### src/adcc_pkg.sv
// shared constants and types of the converter control block
package adcc_pkg;

	// register indexes; byte address is four times the index
	localparam logic [7:0] IDX_CSR = 8'h45;
	localparam logic [7:0] IDX_RHI = 8'h46;
	localparam logic [7:0] IDX_RLO = 8'h47;
	localparam logic [7:0] IDX_IST = 8'h48;
	localparam logic [7:0] IDX_IMSK = 8'h49;
	localparam logic [11:0] ADDR_UNMAPPED = 12'hfff;

	// control/status field positions
	localparam int unsigned CSR_EOC_BIT = 7;
	localparam int unsigned CSR_SPEED_BIT = 6;
	localparam int unsigned CSR_ON_BIT = 5;
	localparam int unsigned CSR_SLOW_BIT = 4;
	localparam int unsigned CSR_CH_MSB = 3;

	// interrupt status and mask bit positions
	localparam int unsigned IRQ_EOC_BIT = 0;
	localparam int unsigned IRQ_OVR_BIT = 1;

	// values after reset
	localparam logic [7:0] RST_BYTE = 8'h00;
	localparam logic [1:0] RST_IRQ = 2'h0;

	// conversion timing in converter clock ticks
	localparam logic [3:0] SAMPLE_TICKS = 4'h4;
	localparam logic [3:0] BIT_TICKS = 4'h6;
	localparam logic [3:0] MSB_INDEX = 4'h9;
	localparam logic [9:0] MSB_TRIAL = 10'h200;

	// divider limits: tick every (limit + 1) cpu clocks
	localparam logic [1:0] DIV_LIM_DIRECT = 2'h0;
	localparam logic [1:0] DIV_LIM_HALF = 2'h1;
	localparam logic [1:0] DIV_LIM_QUARTER = 2'h3;
	// the undivided converter clock is only meant for cpu clocks up to this
	localparam int unsigned DIRECT_CLK_MAX_MHZ = 4;

	localparam logic [2:0] HSIZE_WORD = 3'h2;

	typedef enum logic [1:0] {CV_OFF, CV_SAMPLE, CV_BIT} adcc_conv_t;
	typedef enum logic {BUS_IDLE, BUS_WAIT} adcc_bus_t;

endpackage

### src/adcc_div_if.sv
// converter clock select and tick between control logic and divider
`timescale 1ns/1ps
interface adcc_div_if;
	logic slow;
	logic speed;
	logic run;
	logic tick;
	modport ctrl (output slow, output speed, output run, input tick);
	modport div (input slow, input speed, input run, output tick);
endinterface

### src/adcc_top.sv
// converter control, result registers and ahb-lite slave
`timescale 1ns/1ps
module adcc_top
	import adcc_pkg::*;
(
	input wire logic hclk, // cpu clock
	input wire logic hresetn, // async reset, active low
	input wire logic hsel, // slave select
	input wire logic [31:0] haddr, // byte address
	input wire logic [1:0] htrans, // transfer type
	input wire logic hwrite, // write when high
	input wire logic [2:0] hsize, // transfer size
	input wire logic [31:0] hwdata, // write data
	input wire logic hready, // bus ready
	output logic hreadyout, // slave ready
	output logic [31:0] hrdata, // read data
	output logic hresp, // always okay
	output logic irq, // level interrupt
	output logic [3:0] input_select, // analog mux channel
	output logic converter_on, // analog front end enable
	output logic sample_hold, // high while sampling
	output logic [9:0] trial_code, // trial value for comparator
	input wire logic comp_above // comparator: input at or above trial
);

	typedef struct packed {
		adcc_bus_t bph;
		logic [11:0] addr;
		logic wr;
		logic ready;
		logic resp;
		logic [7:0] rdata;
		logic eoc;
		logic speed;
		logic on;
		logic slow;
		logic [3:0] ch;
		logic [7:0] rhi;
		logic [1:0] rlo;
		logic lock;
		logic [1:0] ist;
		logic [1:0] imsk;
		logic irq;
		adcc_conv_t cv;
		logic [3:0] tcnt;
		logic [3:0] bitn;
		logic [9:0] trial;
		logic sh;
		logic s1;
		logic s2;
		logic s3;
		logic cmp;
	} adcc_state_t;

	adcc_state_t q;
	adcc_state_t n;
	logic csr_wr;
	logic rhi_rd;
	logic rlo_rd;
	logic abort;
	logic conv_done;
	logic lock_now;
	logic [9:0] fin;

	adcc_div_if dv_if ();

	// register index decode, shared by read and write paths
	function automatic logic hit(input logic [11:0] a, input logic [7:0] idx);
		return a == {2'b00, idx, 2'b00};
	endfunction

	////////////////////////////////////////////////////////////////////////
	// converter clock divider
	adcc_clkdiv u_div (
		.hclk(hclk),
		.hresetn(hresetn),
		.dv(dv_if.div)
	);

	assign dv_if.slow = q.slow;
	assign dv_if.speed = q.speed;
	assign dv_if.run = q.on;

	////////////////////////////////////////////////////////////////////////
	// next-state logic
	always_comb begin
		n = q;
		csr_wr = 1'b0;
		rhi_rd = 1'b0;
		rlo_rd = 1'b0;
		abort = 1'b0;
		conv_done = 1'b0;
		fin = q.trial;
		fin[0] = q.cmp;

		n.s1 = comp_above;
		n.s2 = q.s1;
		n.s3 = q.s2;
		if (q.s2 == q.s3) begin
			n.cmp = q.s3;
		end

		// one wait state per transfer: write data and read side effects
		// land in the data phase, so a read right after a write sees it
		n.ready = 1'b1;
		n.bph = BUS_IDLE;
		if (q.bph == BUS_WAIT) begin
			if (q.wr) begin
				csr_wr = hit(q.addr, IDX_CSR);
				if (hit(q.addr, IDX_IST)) begin
					n.ist = q.ist & ~hwdata[1:0];
				end
				if (hit(q.addr, IDX_IMSK)) begin
					n.imsk = hwdata[1:0];
				end
			end else begin
				rhi_rd = hit(q.addr, IDX_RHI);
				rlo_rd = hit(q.addr, IDX_RLO);
				// flag visible, upper low bits zero
				if (hit(q.addr, IDX_CSR)) begin
					n.rdata = {q.eoc, q.speed, q.on, q.slow, q.ch};
				end else if (hit(q.addr, IDX_RHI)) begin
					n.rdata = q.rhi;
				end else if (hit(q.addr, IDX_RLO)) begin
					n.rdata = {6'h00, q.rlo};
				end else if (hit(q.addr, IDX_IST)) begin
					n.rdata = {6'h00, q.ist};
				end else if (hit(q.addr, IDX_IMSK)) begin
					n.rdata = {6'h00, q.imsk};
				end else begin
					n.rdata = RST_BYTE;
				end
			end
		end else if (hsel && htrans[1] && hready) begin
			n.bph = BUS_WAIT;
			n.ready = 1'b0;
			n.addr = (|haddr[31:12]) ? ADDR_UNMAPPED : haddr[11:0];
			n.wr = hwrite && (hsize == HSIZE_WORD);
		end

		if (csr_wr) begin
			n.eoc = 1'b0;
			n.speed = hwdata[CSR_SPEED_BIT];
			n.on = hwdata[CSR_ON_BIT];
			n.slow = hwdata[CSR_SLOW_BIT];
			n.ch = hwdata[CSR_CH_MSB:0];
			if (!hwdata[CSR_ON_BIT]) begin
				n.cv = CV_OFF;
				n.lock = 1'b0;
				abort = 1'b1;
			end else if (!q.on || hwdata[CSR_CH_MSB:0] != q.ch) begin
				// abort and restart on new channel
				n.cv = CV_SAMPLE;
				abort = 1'b1;
			end
			if (abort) begin
				n.tcnt = 4'h0;
				n.trial = 10'h000;
				n.sh = 1'b0;
			end
		end

		// high read clears flag, and unfreezes
		if (rhi_rd) begin
			n.eoc = 1'b0;
			n.lock = 1'b0;
		end
		if (rlo_rd) begin
			n.lock = 1'b1;
		end
		// a read in this cycle already took the old pair, so honour it now
		lock_now = (q.lock && !rhi_rd) || rlo_rd;

		// sample then one bit per BIT_TICKS ticks
		if (!abort && q.on && dv_if.tick) begin
			case (q.cv)
				CV_SAMPLE: begin
					n.sh = 1'b1;
					if (q.tcnt == SAMPLE_TICKS - 4'h1) begin
						n.cv = CV_BIT;
						n.tcnt = 4'h0;
						n.sh = 1'b0;
						n.bitn = MSB_INDEX;
						n.trial = MSB_TRIAL;
					end else begin
						n.tcnt = q.tcnt + 4'h1;
					end
				end
				CV_BIT: begin
					if (q.tcnt == BIT_TICKS - 4'h1) begin
						n.tcnt = 4'h0;
						n.trial[q.bitn] = q.cmp;
						if (q.bitn == 4'h0) begin
							conv_done = 1'b1;
							n.cv = CV_SAMPLE;
							n.trial = 10'h000;
						end else begin
							n.trial[q.bitn - 4'h1] = 1'b1;
							n.bitn = q.bitn - 4'h1;
						end
					end else begin
						n.tcnt = q.tcnt + 4'h1;
					end
				end
				default: begin
					n.cv = CV_OFF;
				end
			endcase
		end

		// done sets flag, winning over a clear
		if (conv_done) begin
			n.eoc = 1'b1;
			n.ist[IRQ_EOC_BIT] = 1'b1;
			// high byte, low bits, unless frozen
			if (!lock_now) begin
				n.rhi = fin[9:2];
				n.rlo = fin[1:0];
			end else begin
				n.ist[IRQ_OVR_BIT] = 1'b1;
			end
		end

		if (!n.on) begin
			n.cv = CV_OFF;
			n.sh = 1'b0;
			n.tcnt = 4'h0;
			n.trial = 10'h000;
		end

		n.irq = |(n.ist & n.imsk);
	end

	////////////////////////////////////////////////////////////////////////
	// all registers clear on reset, except ready, which resets high
	always_ff @(posedge hclk or negedge hresetn) begin
		if (!hresetn) begin
			q <= '0;
			q.ready <= 1'b1;
		end else begin
			q <= n;
		end
	end

	// outputs straight from the state register
	assign hreadyout = q.ready;
	assign hrdata = {24'h000000, q.rdata};
	assign hresp = q.resp;
	assign irq = q.irq;
	// channel drives mux as binary index
	assign input_select = q.ch;
	assign converter_on = q.on;
	assign sample_hold = q.sh;
	assign trial_code = q.trial;
endmodule

### src/adcc_clkdiv.sv
// converter clock divider producing a one-cycle tick per converter clock
`timescale 1ns/1ps
module adcc_clkdiv
	import adcc_pkg::*;
(
	input wire logic hclk, // cpu clock
	input wire logic hresetn, // async reset, active low
	adcc_div_if.div dv // select bits in, tick out
);

	typedef struct packed {
		logic [1:0] cnt;
		logic tick;
	} adcc_div_st_t;

	adcc_div_st_t q;
	adcc_div_st_t n;
	logic [1:0] lim;

	////////////////////////////////////////////////////////////////////////
	// clock select table
	always_comb begin
		n = q;
		if (dv.slow && !dv.speed) begin
			lim = DIV_LIM_QUARTER;
		end else if (!dv.slow && dv.speed) begin
			lim = DIV_LIM_DIRECT;
		end else begin
			lim = DIV_LIM_HALF;
		end
		// counter held at zero while off so each start has a known phase
		if (!dv.run) begin
			n.cnt = 2'h0;
			n.tick = 1'b0;
		end else if (q.cnt >= lim) begin
			n.cnt = 2'h0;
			n.tick = 1'b1;
		end else begin
			n.cnt = q.cnt + 2'h1;
			n.tick = 1'b0;
		end
	end

	// state register
	always_ff @(posedge hclk or negedge hresetn) begin
		if (!hresetn) begin
			q <= '0;
		end else begin
			q <= n;
		end
	end

	assign dv.tick = q.tick;
endmodule

### config.mk
export PLATFORM = sky130hd
export DESIGN_NAME = adcc_top
export DESIGN_NICKNAME = d
export VERILOG_FILES = /design/src/adcc_pkg.sv /design/src/adcc_div_if.sv /design/src/adcc_top.sv /design/src/adcc_clkdiv.sv
export SDC_FILE = /design/constraint.sdc
export NUM_CORES = 1
export LEC_CHECK = 0
export BUFFER_PORTS_ARGS = -buffer_cell sky130_fd_sc_hd__buf_2
export CELL_PAD_IN_SITES_DETAIL_PLACEMENT = 1
export CELL_PAD_IN_SITES_GLOBAL_PLACEMENT = 1
export CORE_MARGIN = 5
export CORE_UTILIZATION = 36
export CTS_CLUSTER_DIAMETER = 200
export DETAILED_ROUTE_END_ITERATION = 7
export PLACE_DENSITY = 0.79
export SETUP_SLACK_MARGIN = 0.5
export SLEW_MARGIN = 40
export SYNTH_ARGS = -nofsm -noshare
export SYNTH_HDL_FRONTEND = slang
export SYNTH_HIERARCHICAL = 1
export SYNTH_SLANG_ARGS = --single-unit
export TNS_END_PERCENT = 50
### constraint.sdc
create_clock -name hclk -period 2.1 [get_ports hclk]
set_input_delay 0.21 -clock hclk [delete_from_list [all_inputs] [get_ports hclk]]
set_output_delay 0.21 -clock hclk [all_outputs]
set_load 0.02 [all_outputs]
==> results.md <==
* Critical-path cell list: nor4b_4, buf_4, and4b_2, a21bo_4, nand4_1, a22oi_1, a21o_1
* Final wirelength at 14320 µm
* CTS Root Cell: clkbuf_16
* Global-route wire length before repair at between 20000 and 25000 µm
* Area of the multi-input gates at 2592 µm²
* Clk pin slew, worst setup/hold paths at 0.06 ns
* H-tree Lvls at 3
* Clk pwr share at 0.445
* Switching Fraction at 0.2580
* DR DRC count at 0
* Row count at approximately 40
* Asr flop ratio synth at 1.000
* Seq cells post-synth at 75
* Initial antenna violation count at 0
* Die width at 122.6 µm
* Critical Path RT at 2.33 ns
* Maximum VDD drop at 0.3481 mV
* CTS Buf Count at 9
* Slew HR at 0.6098
* Arr. time, crit path at 2.47 ns
* GRT Total Usage at 0.1871
* Clock Skews at 0.008039 ns
* Lkg Pwr at 2.629 nW
* Largest area contributor in the netlist: dfrtp_1
* IO buf count at 74
* Commonest cells post-synth: 74 x dfrtp_1, 49 x buf_4, 49 x nand2_1
* DR vias/cell at 5.328
* Cell Pwr Density at 543.5 nW/µm²
* Die area at roughly 15000 µm²
* Area growth syn-to-layout at 28.58%
* Failing checks: setup timing
* Final Max Slew Viols at 0
* Ports at roughly 130
* Final instance area at 5872 µm²
* Top cell type's share of synthesized area at 0.4055
* Pin count of the biggest net entering global routing at 45
* Ys flop type: dfrtp_1
* Crit path launch type: flop
* GPL Wtd Cong at roughly 0.8
* Storage element area at ~1900 µm²
* Placed instance area at 5109 µm²
* Final Non-Filler Cells at 745
* Crit end category: flop
* Hold crit path type: in2reg
* Worst Path Class, Setup: reg2reg
* Core area at 12520 µm²
* Drt wl/cell at 19.22 µm
* Initial core utilization at 0.3649
* Worst path slowest cell: dfrtp_1
* Measured slew at the worst slew-check pin at 0.5854 ns
* Top post-synthesis cells by area: dfrtp_1 41%, buf_4 8.1%, nand2_1 4.0%
* GR Overflow Total at 0
* Ratio of cells with drive above 1 in the final layout at 0.4049
* Setup Viol. Count Final at 28
* Period utilisation layout at 1.069
* CTS tree: built
* Combinational Power Share at 0.081
* Place WS at -0.08443 ns
* Avg Cell Area, Syn at 9.676 µm²
* Setup_tns at -2.138 ns
* Diode count at 0
* Top-count cell post-synth: dfrtp_1
* Final-report hold violation count at 0
* Vias in the first global route at 4212
* Internal power at ~0.0024 W
* Switching power at about 0.0008 W
* Final HPWL DP at 9447 µm
* RSZ-0062 raised after global routing: true
* Max Cap Viol at 0
* Post-Synthesis Cells at 472
* Placed insts at 705
* CP max stage delay at roughly 0.42 ns
* Status: complete, but fails checks
* Final #Nets at 654
* Antenna-violating nets left at 0
* Post-synth EDFFs at 0
* Synth Cell Area at 4567 µm²
* Yosys warnings at 6
* Sequential share of the synthesized area at 0.4112
* Setup WS post-layout at -0.1439 ns
* Filler Cell Count at between 1000 and 1500
* Initial drt markers at 254
* Fmax at 0.4457 GHz
* CTS sink cnt at 75
* Sequential share of power at 0.473
* Min Tclk post-route at 2.244 ns
* Via count at between 3000 and 4000
* Post-layout util at 0.4691
* Die Span Y at between 100 and 150 µm
* Drt pass-1 iters at 4
* Clk buf depth at 2
* Clock Latency Late Sink at 0.34 ns
* Post-synth cell types at 75
* Critical Path Fanout Max at 5
final timing paths:
| kind | slack [ns] | start | cells past startpoint | endpoint |
|---|---|---|---|---|
| setup / recovery | -0.14 | q[69]$_DFFE_PN0P_ | 7 | trial_code[8]$_DFF_PN0_ |
| setup reg to reg | -0.14 | q[69]$_DFFE_PN0P_ | 7 | trial_code[8]$_DFF_PN0_ |
| max in group asynchronous | 1.03 | hresetn | 3 | hreadyout$_DFF_PN1_ |
| hold reg to reg | 0.35 | n[2]$_DFF_PN0_ | 0 | n[1]$_DFF_PN0_ |
| min in group asynchronous | 0.42 | hresetn | 2 | q[22]$_DFF_PN0_ |
| hold / removal | 0.08 | haddr[3] | 2 | q[63]$_DFFE_PN0P_ |
per-layer routing:
layer / vias to the layer above / track usage / wire length (µm)
met5: - / 0 / 0
met4: 0 / 0.06088 / 243
met3: 20 / 0.03041 / 679
met2: 115 / 0.3521 / 7818
met1: 2010 / 0.2143 / 5579
li1: 1824 / - / -
state kept, by name, summed over array words and instances, names as in the netlist:
signal	flops
n	2
u_div/q	2
converter_on	1
irq	1
q	41
dv_if.slow	1
dv_if.speed	1
hrdata	8
hreadyout	1
sample_hold	1
fin	1
u_div/dv.tick	1
input_select	4
trial_code	10
placed cells by master (no fill, tap or decap), drive strengths merged, types with 2 or more instances in the layout:
cell type    synthesis  final
clkinvlp             0      2
o211ai               2      2
or3b                 2      2
a21o                 6      6
a21oi               23     23
conb                 1     25
nand3               13     13
dfrtp               74     74
a22o                 2      2
nand2               51     52
o21ai                9      9
o22a                12     12
clkinv               0      4
nand3b               9      9
dlygate4sd3          0      2
mux2i                7      7
ha                  11     11
nand4                7      7
nand2b               9      9
and4b                3      3
nand4b               2      2
buf                 57    125
nor3b                4      4
a22oi               14     14
and3                 2      2
inv                 16     17
nor4b                3      3
nor3                11     11
a31oi                8      8
nor2                32     32
nor2b                7      7
clkbuf              10      9
nor4                 7      7
o22ai                4      4
a211oi               5      5
a2bb2oi              2      2
xor2                 5      5
mux2                17     17
a32oi                2      2
o31ai                4      4
worst max-delay path: cells and delay by family (launching register included):
kind | cells | cell delay (ns)
AND/OR/NAND/NOR | 3 | 0.95
AO/OA/AOI/OAI | 3 | 0.57
flip-flops | 1 | 0.42
buffers and inverters | 1 | 0.19
logic make-up (layout without fill, tap and decap cells):
kind of cell / after synthesis / in the layout / synth area share
simple gates: 167 / 168 / 0.2101
xor+xnor: 6 / 6 / 0.01151
buf+inv: 83 / 159 / 0.1126
other cells: 1 / 25 / 0.0008211
fa+ha+maj: 12 / 12 / 0.03233
flops: 75 / 75 / 0.4112
compound gates: 104 / 104 / 0.1641
mux: 24 / 24 / 0.05726
repair_timing:
item / in CTS / in global routing
cloned: 1 / 0
pin swaps: 25 / 11
setup endpoints to repair: 65 / 59
buffers inserted: 13 / 8
hold buffers: 2 / 0
hold endpoints to repair: 44 / 0
resized for setup: 51 / 23
cell type report:
class | count | share of cell area
Clock buffer | 9 | 0.03836
Clock inverter | 7 | 0.007458
Inverter | 16 | 0.01023
Multi-Input combinational cell | 339 | 0.4415
Sequential cell | 75 | 0.3205
Tap cell | 172 | 0.03665
Timing Repair Buffer | 127 | 0.1453
through the flow:
| stage | hold WS, ns | power, W |
|---|---|---|
| final | 0.08105 | 0.003192 |
| after global routing | 0.08852 | 0.003312 |
| after CTS | 0.07674 | 0.003211 |
| after detailed placement | 0.2550 | 0.001793 |
| after global placement | 0.2508 | 0.001781 |
| after floorplan | -0.08559 | 0.001737 |
power groups by stage:
stage               clock, W  combinational (W)  sequential [W]
floorplan                  0           0.000211         0.00153
global placement           0           0.000248         0.00153
detailed placement         0           0.000256         0.00154
CTS                  0.00144           0.000262         0.00151
global route         0.00151           0.000286         0.00152
finish               0.00142           0.000260         0.00151
Note: power is estimated with default switching activity, not from simulation.
